**src/logic/adcc_pkg.sv**
```systemverilog
`default_nettype none
package adcc_pkg;
    // register byte offsets
    localparam logic [4:0] OFS_CHANNEL_CONTROL = 5'h00;
    localparam logic [4:0] OFS_FORMAT_CLOCK_REF = 5'h04;
    localparam logic [4:0] OFS_TRIGGER_SELECT = 5'h08;
    localparam logic [4:0] OFS_RESULT_HIGH = 5'h0c;
    localparam logic [4:0] OFS_RESULT_LOW = 5'h10;
    localparam logic [4:0] OFS_DONE_STATUS = 5'h14;
    // field positions
    localparam int POS_ENABLE = 0;
    localparam int POS_GO_BUSY = 1;
    localparam int POS_CHANNEL = 2;
    localparam int POS_POS_REF = 0;
    localparam int POS_CLOCK_SEL = 4;
    localparam int POS_JUSTIFY = 7;
    localparam int POS_TRIG_SEL = 4;
    localparam int POS_DONE_FLAG = 0;
    localparam int POS_IRQ_ENABLE = 1;
    localparam int POS_ACTIVE = 2;
    // reset values
    localparam logic [7:0] RST_CHANNEL_CONTROL = 8'h00;
    localparam logic [7:0] RST_FORMAT_CLOCK_REF = 8'h00;
    localparam logic [7:0] RST_TRIGGER_SELECT = 8'h00;
    localparam logic [7:0] RST_RESULT = 8'h00;
    // auto-trigger codes
    localparam logic [3:0] TRIG_NONE = 4'h0;
    localparam logic [3:0] TRIG_TIMER_0 = 4'h3;
    localparam logic [3:0] TRIG_TIMER_1 = 4'h4;
    localparam logic [3:0] TRIG_TIMER_2 = 4'h5;
    localparam logic [3:0] TRIG_COMPARATOR_1 = 4'h6;
    localparam logic [3:0] TRIG_LOGIC_CELL_1 = 4'h8;
    localparam logic [3:0] TRIG_LOGIC_CELL_2 = 4'h9;
    // channel codes
    localparam logic [4:0] CHAN_LAST_PIN = 5'h03;
    localparam logic [4:0] CHAN_TEMPERATURE = 5'h1d;
    localparam logic [4:0] CHAN_DAC = 5'h1e;
    localparam logic [4:0] CHAN_FIXED_REF = 5'h1f;
    // reference codes
    localparam logic [1:0] PREF_SUPPLY = 2'h0;
    localparam logic [1:0] PREF_EXT_PIN = 2'h2;
    // clock codes: low two bits 11 pick the dedicated rc clock
    localparam logic [1:0] CLK_RC_LOW = 2'h3;
    // timing
    localparam int CLK_HZ = 20_000_000;
    localparam int INSTR_CLKS_PER_CYCLE = 4;
    localparam int RC_START_DELAY_CLKS = INSTR_CLKS_PER_CYCLE;
    localparam int CONV_HALF_PERIODS = 23;
    localparam int SETUP_HALF_PERIODS = 3;
    localparam int RESULT_BITS = 10;

    typedef struct packed {
        logic timer_0;
        logic timer_1;
        logic timer_2;
        logic comparator_1_output;
        logic logic_cell_1;
        logic logic_cell_2;
    } adcc_trig_type;

    typedef struct packed {
        logic powered;
        logic channel_valid;
        logic [4:0] channel;
        logic ref_ext_pin;
        logic sampling;
        logic [9:0] trial;
    } adcc_analog_type;

    typedef enum logic [1:0] {ST_IDLE, ST_DELAY, ST_CONV} adcc_state_type;
endpackage : adcc_pkg
`default_nettype wire

```
**src/logic/adcc_tad_gen.sv**
```systemverilog
`timescale 1ns/1ps
`default_nettype none
module adcc_tad_gen #(
    parameter int DIV_W = 6
) (
    input wire logic clk,
    input wire logic srst,
    input wire logic run,
    input wire logic [2:0] clock_sel,
    input wire logic rc_tick,
    output logic half_tick
);
    if (DIV_W < 6) begin : g_div_check
        $error("adcc_tad_gen: DIV_W must reach a half period of 32 clocks");
    end

    logic [DIV_W-1:0] cnt_q;
    logic [DIV_W-1:0] half_len;
    logic use_rc;

    // /2 /4 /8 /16 /32 /64 give half periods of 1 2 4 8 16 32 clocks
    assign half_len = DIV_W'(1) << {clock_sel[1:0], clock_sel[2]};
    assign use_rc = (clock_sel[1:0] == adcc_pkg::CLK_RC_LOW);

    always_ff @(posedge clk) begin
        if (srst || !run) begin
            cnt_q <= '0;
        end else if (!use_rc) begin
            cnt_q <= (cnt_q == half_len - DIV_W'(1)) ? '0 : cnt_q + DIV_W'(1);
        end
    end

    always_ff @(posedge clk) begin
        if (srst || !run) begin
            half_tick <= 1'b0;
        end else if (use_rc) begin
            half_tick <= rc_tick;
        end else begin
            half_tick <= (cnt_q == half_len - DIV_W'(1));
        end
    end
endmodule : adcc_tad_gen
`default_nettype wire

```
**src/logic/adcc_core.sv**
```systemverilog
`timescale 1ns/1ps
`default_nettype none
module adcc_core (
    input wire logic clk,
    input wire logic srst,
    input wire logic [4:0] avs_address,
    input wire logic avs_read,
    input wire logic avs_write,
    input wire logic [31:0] avs_writedata,
    input wire logic [3:0] avs_byteenable,
    output logic [31:0] avs_readdata,
    output logic avs_waitrequest,
    input wire adcc_pkg::adcc_trig_type trig_in,
    input wire logic rc_tick,
    input wire logic sar_cmp,
    input wire logic sleep_mode,
    output adcc_pkg::adcc_analog_type analog_q,
    output logic conv_irq_q,
    output logic wake_q
);
    adcc_pkg::adcc_state_type state_q;
    logic [7:0] chan_ctl_q, fmt_q, trig_sel_q, res_hi_q, res_lo_q;
    logic done_q, irq_en_q, power_off_q;
    logic [9:0] sar_q;
    logic [3:0] bit_q;
    logic last_q;
    logic [4:0] hcnt_q;
    logic [2:0] dly_q;
    adcc_pkg::adcc_trig_type trig_prev_q;
    logic half_tick, acc, wr, rd, rc_sel, enabled;
    logic sw_start, sw_abort, trig_edge, start, sleep_abort;
    logic resolve, finish, do_abort;
    logic [5:0] rise;
    logic [9:0] final_val, part_val, load_val;
    logic [7:0] wbyte;

    assign acc = (avs_read || avs_write) && !avs_waitrequest;
    assign wr = acc && avs_write && avs_byteenable[0];
    assign rd = avs_read && avs_waitrequest;
    assign wbyte = avs_writedata[7:0];
    assign rc_sel = (fmt_q[adcc_pkg::POS_CLOCK_SEL +: 2] == adcc_pkg::CLK_RC_LOW);
    assign enabled = chan_ctl_q[adcc_pkg::POS_ENABLE] && !power_off_q;

    assign sw_start = wr && avs_address == adcc_pkg::OFS_CHANNEL_CONTROL && wbyte[adcc_pkg::POS_GO_BUSY];
    assign sw_abort = wr && avs_address == adcc_pkg::OFS_CHANNEL_CONTROL && !wbyte[adcc_pkg::POS_GO_BUSY];
    assign rise = trig_in & ~trig_prev_q;
    always_comb begin
        case (trig_sel_q[adcc_pkg::POS_TRIG_SEL +: 4])
            adcc_pkg::TRIG_TIMER_0: trig_edge = rise[5];
            adcc_pkg::TRIG_TIMER_1: trig_edge = rise[4];
            adcc_pkg::TRIG_TIMER_2: trig_edge = rise[3];
            adcc_pkg::TRIG_COMPARATOR_1: trig_edge = rise[2];
            adcc_pkg::TRIG_LOGIC_CELL_1: trig_edge = rise[1];
            adcc_pkg::TRIG_LOGIC_CELL_2: trig_edge = rise[0];
            default: trig_edge = 1'b0;
        endcase
    end
    // start needs the module already enabled
    assign start = (state_q == adcc_pkg::ST_IDLE) && enabled && !sleep_mode && (sw_start || trig_edge);
    assign sleep_abort = sleep_mode && !rc_sel && (state_q != adcc_pkg::ST_IDLE);
    assign resolve = (state_q == adcc_pkg::ST_CONV) && half_tick && !hcnt_q[0]
        && hcnt_q > 5'(adcc_pkg::SETUP_HALF_PERIODS);
    assign finish = resolve && hcnt_q == 5'(adcc_pkg::CONV_HALF_PERIODS - 1);
    assign do_abort = (state_q != adcc_pkg::ST_IDLE) && !finish
        && (sw_abort || !chan_ctl_q[adcc_pkg::POS_ENABLE] || sleep_abort);

    assign final_val = {sar_q[9:1], sar_cmp};
    always_comb begin
        for (int i = 0; i < adcc_pkg::RESULT_BITS; i++) begin
            part_val[i] = (4'(i) <= bit_q) ? last_q : sar_q[i];
        end
    end
    assign load_val = finish ? final_val : part_val;

    adcc_tad_gen #(
        .DIV_W(6)
    ) u_tad (
        .clk(clk),
        .srst(srst),
        .run(state_q == adcc_pkg::ST_CONV),
        .clock_sel(fmt_q[adcc_pkg::POS_CLOCK_SEL +: 3]),
        .rc_tick(rc_tick),
        .half_tick(half_tick)
    );

    // avalon answer: waitrequest drops one cycle after a request, for one cycle
    always_ff @(posedge clk) begin
        if (srst) begin
            avs_waitrequest <= 1'b1;
        end else begin
            avs_waitrequest <= !((avs_read || avs_write) && avs_waitrequest);
        end
    end

    always_ff @(posedge clk) begin
        if (srst) begin
            avs_readdata <= '0;
        end else if (rd) begin
            case (avs_address)
                adcc_pkg::OFS_CHANNEL_CONTROL: avs_readdata <= {24'h0, 1'b0, chan_ctl_q[6:2],
                    state_q != adcc_pkg::ST_IDLE, chan_ctl_q[0]};
                adcc_pkg::OFS_FORMAT_CLOCK_REF: avs_readdata <= {24'h0, fmt_q};
                adcc_pkg::OFS_TRIGGER_SELECT: avs_readdata <= {24'h0, trig_sel_q};
                adcc_pkg::OFS_RESULT_HIGH: avs_readdata <= {24'h0, res_hi_q};
                adcc_pkg::OFS_RESULT_LOW: avs_readdata <= {24'h0, res_lo_q};
                adcc_pkg::OFS_DONE_STATUS: avs_readdata <= {29'h0, enabled, irq_en_q, done_q};
                default: avs_readdata <= '0;
            endcase
        end
    end

    always_ff @(posedge clk) begin
        if (srst) begin
            chan_ctl_q <= adcc_pkg::RST_CHANNEL_CONTROL;
            fmt_q <= adcc_pkg::RST_FORMAT_CLOCK_REF;
            trig_sel_q <= adcc_pkg::RST_TRIGGER_SELECT;
            irq_en_q <= 1'b0;
        end else if (wr) begin
            case (avs_address)
                adcc_pkg::OFS_CHANNEL_CONTROL: chan_ctl_q <= {1'b0, wbyte[6:2], 1'b0, wbyte[0]};
                adcc_pkg::OFS_FORMAT_CLOCK_REF: fmt_q <= {wbyte[7:4], 2'b00, wbyte[1:0]};
                adcc_pkg::OFS_TRIGGER_SELECT: trig_sel_q <= {wbyte[7:4], 4'h0};
                adcc_pkg::OFS_DONE_STATUS: irq_en_q <= wbyte[adcc_pkg::POS_IRQ_ENABLE];
                default: ;
            endcase
        end
    end

    always_ff @(posedge clk) begin
        if (srst) begin
            trig_prev_q <= '0;
        end else begin
            trig_prev_q <= trig_in;
        end
    end

    // sequencer
    always_ff @(posedge clk) begin
        if (srst) begin
            state_q <= adcc_pkg::ST_IDLE;
            dly_q <= '0;
            hcnt_q <= '0;
        end else begin
            case (state_q)
                adcc_pkg::ST_IDLE: begin
                    dly_q <= '0;
                    hcnt_q <= '0;
                    if (start) begin
                        state_q <= rc_sel ? adcc_pkg::ST_DELAY : adcc_pkg::ST_CONV;
                    end
                end
                adcc_pkg::ST_DELAY: begin
                    dly_q <= dly_q + 3'h1;
                    if (do_abort) begin
                        state_q <= adcc_pkg::ST_IDLE;
                    end else if (dly_q == 3'(adcc_pkg::RC_START_DELAY_CLKS - 1)) begin
                        state_q <= adcc_pkg::ST_CONV;
                    end
                end
                adcc_pkg::ST_CONV: begin
                    if (finish || do_abort) begin
                        state_q <= adcc_pkg::ST_IDLE;
                    end else if (half_tick) begin
                        hcnt_q <= hcnt_q + 5'h1;
                    end
                end
                default: state_q <= adcc_pkg::ST_IDLE;
            endcase
        end
    end

    always_ff @(posedge clk) begin
        if (srst || state_q == adcc_pkg::ST_IDLE) begin
            sar_q <= '0;
            bit_q <= 4'(adcc_pkg::RESULT_BITS - 1);
            last_q <= 1'b0;
        end else if (resolve) begin
            sar_q[bit_q] <= sar_cmp;
            bit_q <= bit_q - 4'h1;
            last_q <= sar_cmp;
        end
    end

    // result load on completion or on a software abort in ST_CONV
    always_ff @(posedge clk) begin
        if (srst) begin
            res_hi_q <= adcc_pkg::RST_RESULT;
            res_lo_q <= adcc_pkg::RST_RESULT;
        end else if (finish || (do_abort && sw_abort && state_q == adcc_pkg::ST_CONV)) begin
            if (fmt_q[adcc_pkg::POS_JUSTIFY]) begin
                res_hi_q <= {6'h00, load_val[9:8]};
                res_lo_q <= load_val[7:0];
            end else begin
                res_hi_q <= load_val[9:2];
                res_lo_q <= {load_val[1:0], 6'h00};
            end
        end else if (wr && avs_address == adcc_pkg::OFS_RESULT_HIGH) begin
            res_hi_q <= wbyte;
        end else if (wr && avs_address == adcc_pkg::OFS_RESULT_LOW) begin
            res_lo_q <= wbyte;
        end
    end

    // done flag, set wins over write-one-to-clear
    always_ff @(posedge clk) begin
        if (srst) begin
            done_q <= 1'b0;
        end else if (finish) begin
            done_q <= 1'b1;
        end else if (wr && avs_address == adcc_pkg::OFS_DONE_STATUS && wbyte[adcc_pkg::POS_DONE_FLAG]) begin
            done_q <= 1'b0;
        end
    end

    always_ff @(posedge clk) begin
        if (srst || !sleep_mode) begin
            power_off_q <= 1'b0;
        end else if (sleep_abort || (finish && !irq_en_q)) begin
            power_off_q <= 1'b1;
        end
    end

    always_ff @(posedge clk) begin
        if (srst) begin
            conv_irq_q <= 1'b0;
            wake_q <= 1'b0;
        end else begin
            conv_irq_q <= done_q && irq_en_q;
            wake_q <= done_q && irq_en_q && sleep_mode;
        end
    end

    always_ff @(posedge clk) begin
        if (srst) begin
            analog_q <= '0;
        end else begin
            analog_q.powered <= enabled;
            analog_q.channel <= chan_ctl_q[adcc_pkg::POS_CHANNEL +: 5];
            analog_q.channel_valid <= chan_ctl_q[6:2] <= adcc_pkg::CHAN_LAST_PIN
                || chan_ctl_q[6:2] >= adcc_pkg::CHAN_TEMPERATURE;
            analog_q.ref_ext_pin <= fmt_q[adcc_pkg::POS_POS_REF +: 2] == adcc_pkg::PREF_EXT_PIN;
            analog_q.sampling <= enabled && state_q != adcc_pkg::ST_CONV;
            analog_q.trial <= (state_q == adcc_pkg::ST_CONV) ? (sar_q | (10'h001 << bit_q)) : 10'h000;
        end
    end

    a_finish_clears: assert property (@(posedge clk) disable iff (srst)
        finish |=> state_q == adcc_pkg::ST_IDLE && done_q)
        else $error("completion did not clear busy and set flag");
    a_disabled_idle: assert property (@(posedge clk) disable iff (srst)
        !chan_ctl_q[0] |=> state_q == adcc_pkg::ST_IDLE)
        else $error("conversion running while disabled");
    a_start_busy: assert property (@(posedge clk) disable iff (srst)
        start && !rc_sel |=> state_q == adcc_pkg::ST_CONV)
        else $error("start did not raise busy");
    a_rc_delay: assert property (@(posedge clk) disable iff (srst)
        start && rc_sel && !sleep_abort |=> state_q == adcc_pkg::ST_DELAY [*4])
        else $error("rc start delay wrong");
    a_sleep_abort: assert property (@(posedge clk) disable iff (srst)
        sleep_abort |=> state_q == adcc_pkg::ST_IDLE && (power_off_q || !sleep_mode) && chan_ctl_q[0])
        else $error("sleep abort misbehaved");
    a_left_format: assert property (@(posedge clk) disable iff (srst)
        finish && !fmt_q[7] |=> res_hi_q == $past(final_val[9:2]) && res_lo_q[5:0] == 6'h00)
        else $error("left justified result wrong");
    a_right_format: assert property (@(posedge clk) disable iff (srst)
        finish && fmt_q[7] |=> res_lo_q == $past(final_val[7:0]) && res_hi_q[7:2] == 6'h00)
        else $error("right justified result wrong");
    a_flag_sticky: assert property (@(posedge clk) disable iff (srst)
        done_q && !wr |=> done_q)
        else $error("done flag cleared itself");
    a_trig_start: assert property (@(posedge clk) disable iff (srst)
        trig_edge && state_q == adcc_pkg::ST_IDLE && enabled && !sleep_mode |=> state_q != adcc_pkg::ST_IDLE)
        else $error("trigger edge did not start");
    a_bit_count: assert property (@(posedge clk) disable iff (srst)
        finish |-> bit_q == 4'h0)
        else $error("conversion ended with bits left");
    c_complete: cover property (@(posedge clk) disable iff (srst) finish);
    c_sw_abort: cover property (@(posedge clk) disable iff (srst) do_abort && sw_abort);
    c_trigger: cover property (@(posedge clk) disable iff (srst) start && trig_edge);
    c_sleep_done: cover property (@(posedge clk) disable iff (srst) finish && sleep_mode && rc_sel);
endmodule : adcc_core
`default_nettype wire

```
**config.mk**
```make
export PLATFORM = sky130hd
export DESIGN_NAME = adcc_core
export DESIGN_NICKNAME = d
export VERILOG_FILES = /design/src/logic/adcc_pkg.sv /design/src/logic/adcc_tad_gen.sv /design/src/logic/adcc_core.sv
export SDC_FILE = /design/constraint.sdc
export NUM_CORES = 1
export LEC_CHECK = 0
export BUFFER_PORTS_ARGS = -buffer_cell sky130_fd_sc_hd__buf_2
export CAP_MARGIN = 10
export CORE_ASPECT_RATIO = 0.5
export CORE_MARGIN = 2
export CORE_UTILIZATION = 30
export CTS_CLUSTER_DIAMETER = 60
export CTS_CLUSTER_SIZE = 10
export DETAILED_ROUTE_END_ITERATION = 8
export SYNTH_ARGS = -nofsm -noshare
export SYNTH_HDL_FRONTEND = slang
export SYNTH_HIERARCHICAL = 1
export SYNTH_SLANG_ARGS = --single-unit
export TNS_END_PERCENT = 20
```
**constraint.sdc**
```tcl
create_clock -name clk -period 3.6 [get_ports clk]
set_clock_uncertainty 0.05 [all_clocks]
set_input_delay 0.72 -clock clk [delete_from_list [all_inputs] [get_ports clk]]
set_output_delay 0.72 -clock clk [all_outputs]
set_load 0.02 [all_outputs]
```
-- Word-level counts from Yosys, hierarchy flattened
Cells that the tools add are included.
- add/sub/neg operators: 5
- order comparisons: 15
- equality and inequality tests: 25
- shifts and indexed selects: 2
- multiplexer cells: 37
- bitwise operators: 4
- reductions and logical operators: 69
- operator list (operator ; count):
    $mux 8 ; 7
    $pmux 8 s6 ; 1
    $logic_and 1x1->1 ; 31
    $le 3x4->1 const A ; 4
    $eq 5x5->1 const B ; 3
    $mux 1 ; 14
    $eq 4x3->1 const B ; 3
    $ne 2x2->1 const B ; 6
    $reduce_bool 2->1 ; 6
    $logic_not 1->1 ; 11
    $logic_or 1x1->1 ; 11
    $bwmux 10 ; 1
    $eq 5x4->1 const B ; 2
    $mux 10 ; 1
    $mux 2 ; 5
    $mux 5 ; 2
    $or 10x10->10 ; 1
    $pmux 5 s2 ; 1
    $reduce_and 2->1 ; 5
    $shl 1x4->10 const A ; 1
    $eq 4x4->1 const B ; 2
    $le 1x4->1 const A ; 2
    $le 2x4->1 const A ; 2
    $le 4x4->1 const A ; 2
    30 further kinds ; 33
- flip-flop bits (word level): 127
- input port bits: 54
- word-level logic and storage cells: 189

-- Longest topological paths before layout
- depth in word-level cells: 14
- gate-level depth with buffers: 10

-- By module
The synthesis kept the hierarchy.
- by module, submodules not included (module ; instances ; cells an instance ; area an instance (um^2)):
    adcc_core ; 1 ; 548 ; 4832.1
    adcc_tad_gen ; 1 ; 47 ; 474.2

-- Least setup slack after synthesis
OpenSTA, ideal clock, no wires.
- path kind: input port to flip-flop
- start: input avs_address[2]
- end: register res_hi_q[1]
- library setup time: 136 ps
- arrival time: 1979 ps
- data required time: 3414 ps
- setup slack: 1436 ps
- stages: 6
- path buffers: 1
- cells stage by stage: clkbuf_1 > nor4_4 > nand4_2 > and2_4 > nor4_1 > a211oi_1
- longest elaborated chain between the ends: 10
- elaborated cells between the ends (all ways): 13
- those cells by class: eq/ne (1); mux (1); reduce/logical (11)
- ends and longest elaborated chain (element ; line ; source):
    start: declaration ; adcc_core.sv:6 ; input wire logic [4:0] avs_address,
    $logic_not 5->1 ; adcc_core.sv:45 ; assign sw_abort = wr && avs_address == adcc_pkg::OFS_CHANNEL_CONTROL && !wbyte[adcc_pkg::POS_GO_BUSY];
    $logic_and 1x1->1 (2 in a row) ; adcc_core.sv:45 ;
    $logic_or 1x1->1 (2 in a row) ; adcc_core.sv:65 ; && (sw_abort || !chan_ctl_q[adcc_pkg::POS_ENABLE] || sleep_abort);
    $logic_and 1x1->1 ; adcc_core.sv:65 ;
    $logic_and 1x1->1 (2 in a row) ; adcc_core.sv:189 ; end else if (finish || (do_abort && sw_abort && state_q == adcc_pkg::ST_CONV)) begin
    $logic_or 1x1->1 ; adcc_core.sv:189 ;
    $mux 8 / $reduce_bool 2->1 (equally long branches) ; - ;
    end signal: assignment ; adcc_core.sv:187 ; res_hi_q <= adcc_pkg::RST_RESULT;
    end signal: assignment ; adcc_core.sv:191 ; res_hi_q <= {6'h00, load_val[9:8]};
    end signal: assignment ; adcc_core.sv:194 ; res_hi_q <= load_val[9:2];
    end: declaration ; adcc_core.sv:22 ; logic [7:0] chan_ctl_q, fmt_q, trig_sel_q, res_hi_q, res_lo_q;
Several ways; a longest one is shown, not always the timed one.
A chain may end at the register's enable or synchronous reset.

-- Worst setup path after layout
- start: register hcnt_q[0]
- end: register res_hi_q[1]
- longest elaborated chain between the ends: 11
- elaborated cells between the ends (all ways): 16
- those cells by class: order compare (1); eq/ne (1); mux (3); reduce/logical (11)
- ends and longest elaborated chain (element ; line ; source):
    start: declaration ; adcc_core.sv:27 ; logic [4:0] hcnt_q;
    start signal: assignment ; adcc_core.sv:164 ; hcnt_q <= hcnt_q + 5'h1;
    branches (longest 3 deep; another with $gt 5x2->1) ; - ;
    $logic_and 1x1->1 (*) ; adcc_core.sv:63 ; assign finish = resolve && hcnt_q == 5'(adcc_pkg::CONV_HALF_PERIODS - 1);
    $logic_not 1->1 ; adcc_core.sv:64 ; assign do_abort = (state_q != adcc_pkg::ST_IDLE) && !finish
    $logic_and 1x1->1 ; adcc_core.sv:64 ;
    $logic_and 1x1->1 ; adcc_core.sv:65 ;
    $logic_and 1x1->1 (2 in a row) ; adcc_core.sv:189 ;
    $logic_or 1x1->1 ; adcc_core.sv:189 ;
    $mux 8 / $reduce_bool 2->1 (equally long branches) ; - ;
Every way passes the cells marked *.

==> results list <==
- Outcome: finished clean
- Overall die height: 98.0 µm
- Before antenna repair, the detailed router went through 5 iterations.
* Area of the placeable core: 17400 µm²
- Once detail routing completed, the nets flagged for antenna violations numbered 0.
* Count of inserted antenna diode cells: 0
* Total congestion overflow after global routing: 0
- TritonCTS built the clock tree.
* Crit start category: flip-flop
* Met1 WL: 7.15 mm
- Worst-Skew Late Latency: about 0.35 ns
- The final-report hold violation count was 0.
- Worst voltage drop across the vdd grid: about 230 µV
- Summing every instance area after synthesis gives about 5300 µm².
- The floorplan step defined a die boundary enclosing between 15000 and 20000 µm².
- The net count of the finished layout is between 600 and 700.
- First-pass GRT wire length: 22.0 mm
* Hold buffer count at CTS: 0
* Utilization after layout: approximately 34%
- In the finished design, the share of the clock period the worst path needs comes to about two thirds.
* Cell at the root of the clock tree: clkbuf_16
- FP Rows: 34
* Asr flop ratio synth: 0%
- Count of maximum capacitance violations: 0
* Commonest non-fill, non-tap cells in the layout: dfxtp_1 (103), nor2_1 (64), buf_2 (56)
* Cell Count, Final, Fillers Out: 871
* Clk sink count: around 100
- Measured against its own limit, the worst slew margin works out to between 30% and 40%.
- Worst endpoint data arrival time: 2.61 ns
- After detailed routing, the number of remaining DRC violations is 0.
* Die span in x: between 150 and 200 µm
- Each instance of the synthesized netlist takes up on average 8.92 µm².
* Placer congestion estimate: 0.873
- Number of top-level pins: around 110
- Across every metal layer, demand over resource in global routing totals between 10% and 20%.
- Initial DRC Count: 397
- Cell count after synthesis: 595
- Post-detailed-placement half-perimeter wirelength: a little under 10 mm
- STA classifies the critical path endpoint as a flip-flop.
- Initial antenna violation count: 0
- Post-synth EDFFs: 0
- The final layout contains routed wiring with a total length of 13.6 mm.
- The most used flip-flop cell after synthesis is dfxtp_1.
* Met3 WL: about 660 µm
* Total Negative Setup Slacks: 0 ns
- On the final layout, the worst hold slack is approximately 0.41 ns.
- Placed Cells: around 860
- Number of flip-flops and latches in the synthesized netlist: about 100
- In this run the worst path has a maximum fanout of 14.
- Setup violations remaining at the end of the flow were counted as 0.
* Clock period minus final worst setup slack: approximately 2.5 ns
- Compared with the post-synthesis result, the final layout area differs by 11.3%.
* Data required, critical path: 3.76 ns
- Category of the critical setup timing path: flip-flop to flip-flop
- Number of cells upsized or downsized after cts: 0
* Sequential area share after synthesis: between 30% and 40%
- Clock tree synthesis inserted a total of 9 buffers.
* Warning count from the yosys run: 6
* Largest buffer count on any clock path: 2
- Cells with a size suffix above 1 make up 15.7% of the layout.
- Per-cell via count in the routed design: 5.03
- The final-report max-slew violation count was 0.
- Reported leakage power: approximately 2.4 nW
- Detailed-route via count: approximately 4.4k
- Peak Freq: roughly 0.4 GHz
- Entering global routing, the biggest net connects 55 pins.
- After detailed routing, the average wire length per cell comes to about 16 µm.
- After detailed routing, the met2 layer carries roughly 5.7 mm of wire.
- Clock slew at the register clock pins of the worst setup and hold paths: 0.08 ns
- For the pin with the worst max-slew slack, the measured transition is around 1 ns.
- Once the clock tree was built, the setup fixing pass inserted 0 buffers.
* Setup repair after global routing missed its margin: no
- The H-tree was split into 3 levels.
- The count of buffers added on input and output ports is 56.
* Starting utilization of the core area: between 30% and 40%
* Unique cell type count in the Yosys netlist: 73
* Via count of the first global-routing pass: approximately 4.0k
- The design draws around 2.2 mW.
- Leading cell type in the layout, fill and taps excluded: dfxtp_1
- Total power per unit cell area: 368 nW/µm²
* Hold Path Class: flip-flop to flip-flop
* Top metal layer carrying routed signals: met4
## cells in the mapped netlist (4+ instances only)
master    count  share of area [%]
a22oi_1       7               0.99
dfxtp_1     103                 39
buf_4        26                3.7
and2_1        6               0.71
nand2_1      45                3.2
clkbuf_1     17                1.2
nor2b_1      13                1.5
nand2b_1      6               0.71
or3_1         6               0.71
ha_1         11                2.6
nand4_1       7               0.83
and3_1        8               0.94
o21a_1        4               0.57
inv_1        15                1.1
mux2_2        8                1.7
a22o_1        7                1.2
a31oi_1       8               0.94
buf_6         6                1.3
a211oi_1      7               0.99
o21ai_0      13                1.2
mux2i_1      28                5.3
xor2_1        8                1.3
a222oi_1      6                1.1
nor3_1       19                1.8
a21oi_1      39                3.7
nand3_1      25                2.4
nor3b_1       5               0.71
nor2_1       64                4.5
o211ai_1      7               0.99
buf_2         5               0.47
nor4bb_1      7                1.3
## power breakdown
group	switching [mW]	internal (mW)
Clock	0.456	0.479
Sequential	0.00311	1.14
Combinational	0.0695	0.0232
## sequential cells by signal (all words and copies together), names as in the netlist, 2 cells and up
name and flops:
res_hi_q 8, dly_q 3, analog_q 19, sar_q 10, fmt_q 6, bit_q 4
state_q 2, trig_prev_q 6, avs_readdata 8, hcnt_q 5, chan_ctl_q 6, trig_sel_q 4
u_tad/cnt_q 6, res_lo_q 8
## layer usage
layer	track usage, %	up-vias
li1	-	2179
met2	21.5	114
met5	0	-
met1	22.3	2076
met3	2.88	10
met4	3.11	0
## final cells by class
cell class,instances,area (µm²)
Clock buffer,10,229
Clock inverter,6,50.0
Fill cell,1816,11500
Inverter,16,60.1
Multi-Input combinational cell,444,2920
Sequential cell,103,2060
Tap cell,234,293
Timing Repair Buffer,58,295
## worst max-delay path: stages, from the launching register on
cell	delay, ns
dfxtp_1	0.41
inv_1	0.10
ha_1	0.21
nand4b_4	0.14
or4_4	0.58
and2_4	0.23
nor4_1	0.50
a211oi_1	0.11
## logic make-up after synthesis
| family | Yosys count | synth area share, % |
|---|---|---|
| AOI/OAI and AO/OA | 123 | 16.2 |
| and+or+nand+nor | 238 | 25.5 |
| adders and majority gates | 11 | 2.59 |
| muxes | 37 | 7.19 |
| buffers and inverters | 71 | 7.83 |
| xor gates and xnor gates | 11 | 1.82 |
| DFF | 103 | 38.9 |
| other | 1 | 0.0707 |
## stage by stage
stage	instance area (µm²)	setup slack [ns]
floorplan	5390	1.44
global placement	5630	0.984
detailed placement	5630	0.961
CTS	5900	1.15
global route	5900	1.01
finish	5900	1.15
## final timing paths
kind	start	endpoint	slack, ns	cells after the start
worst max-delay path	hcnt_q[0]	res_hi_q[1]	1.15	7
worst min-delay path	avs_readdata[3]	avs_readdata[3]	0.41	2
worst max register to register	hcnt_q[0]	res_hi_q[1]	1.15	7
worst min register to register	avs_readdata[3]	avs_readdata[3]	0.41	2
(Power assumes the default switching activity.)
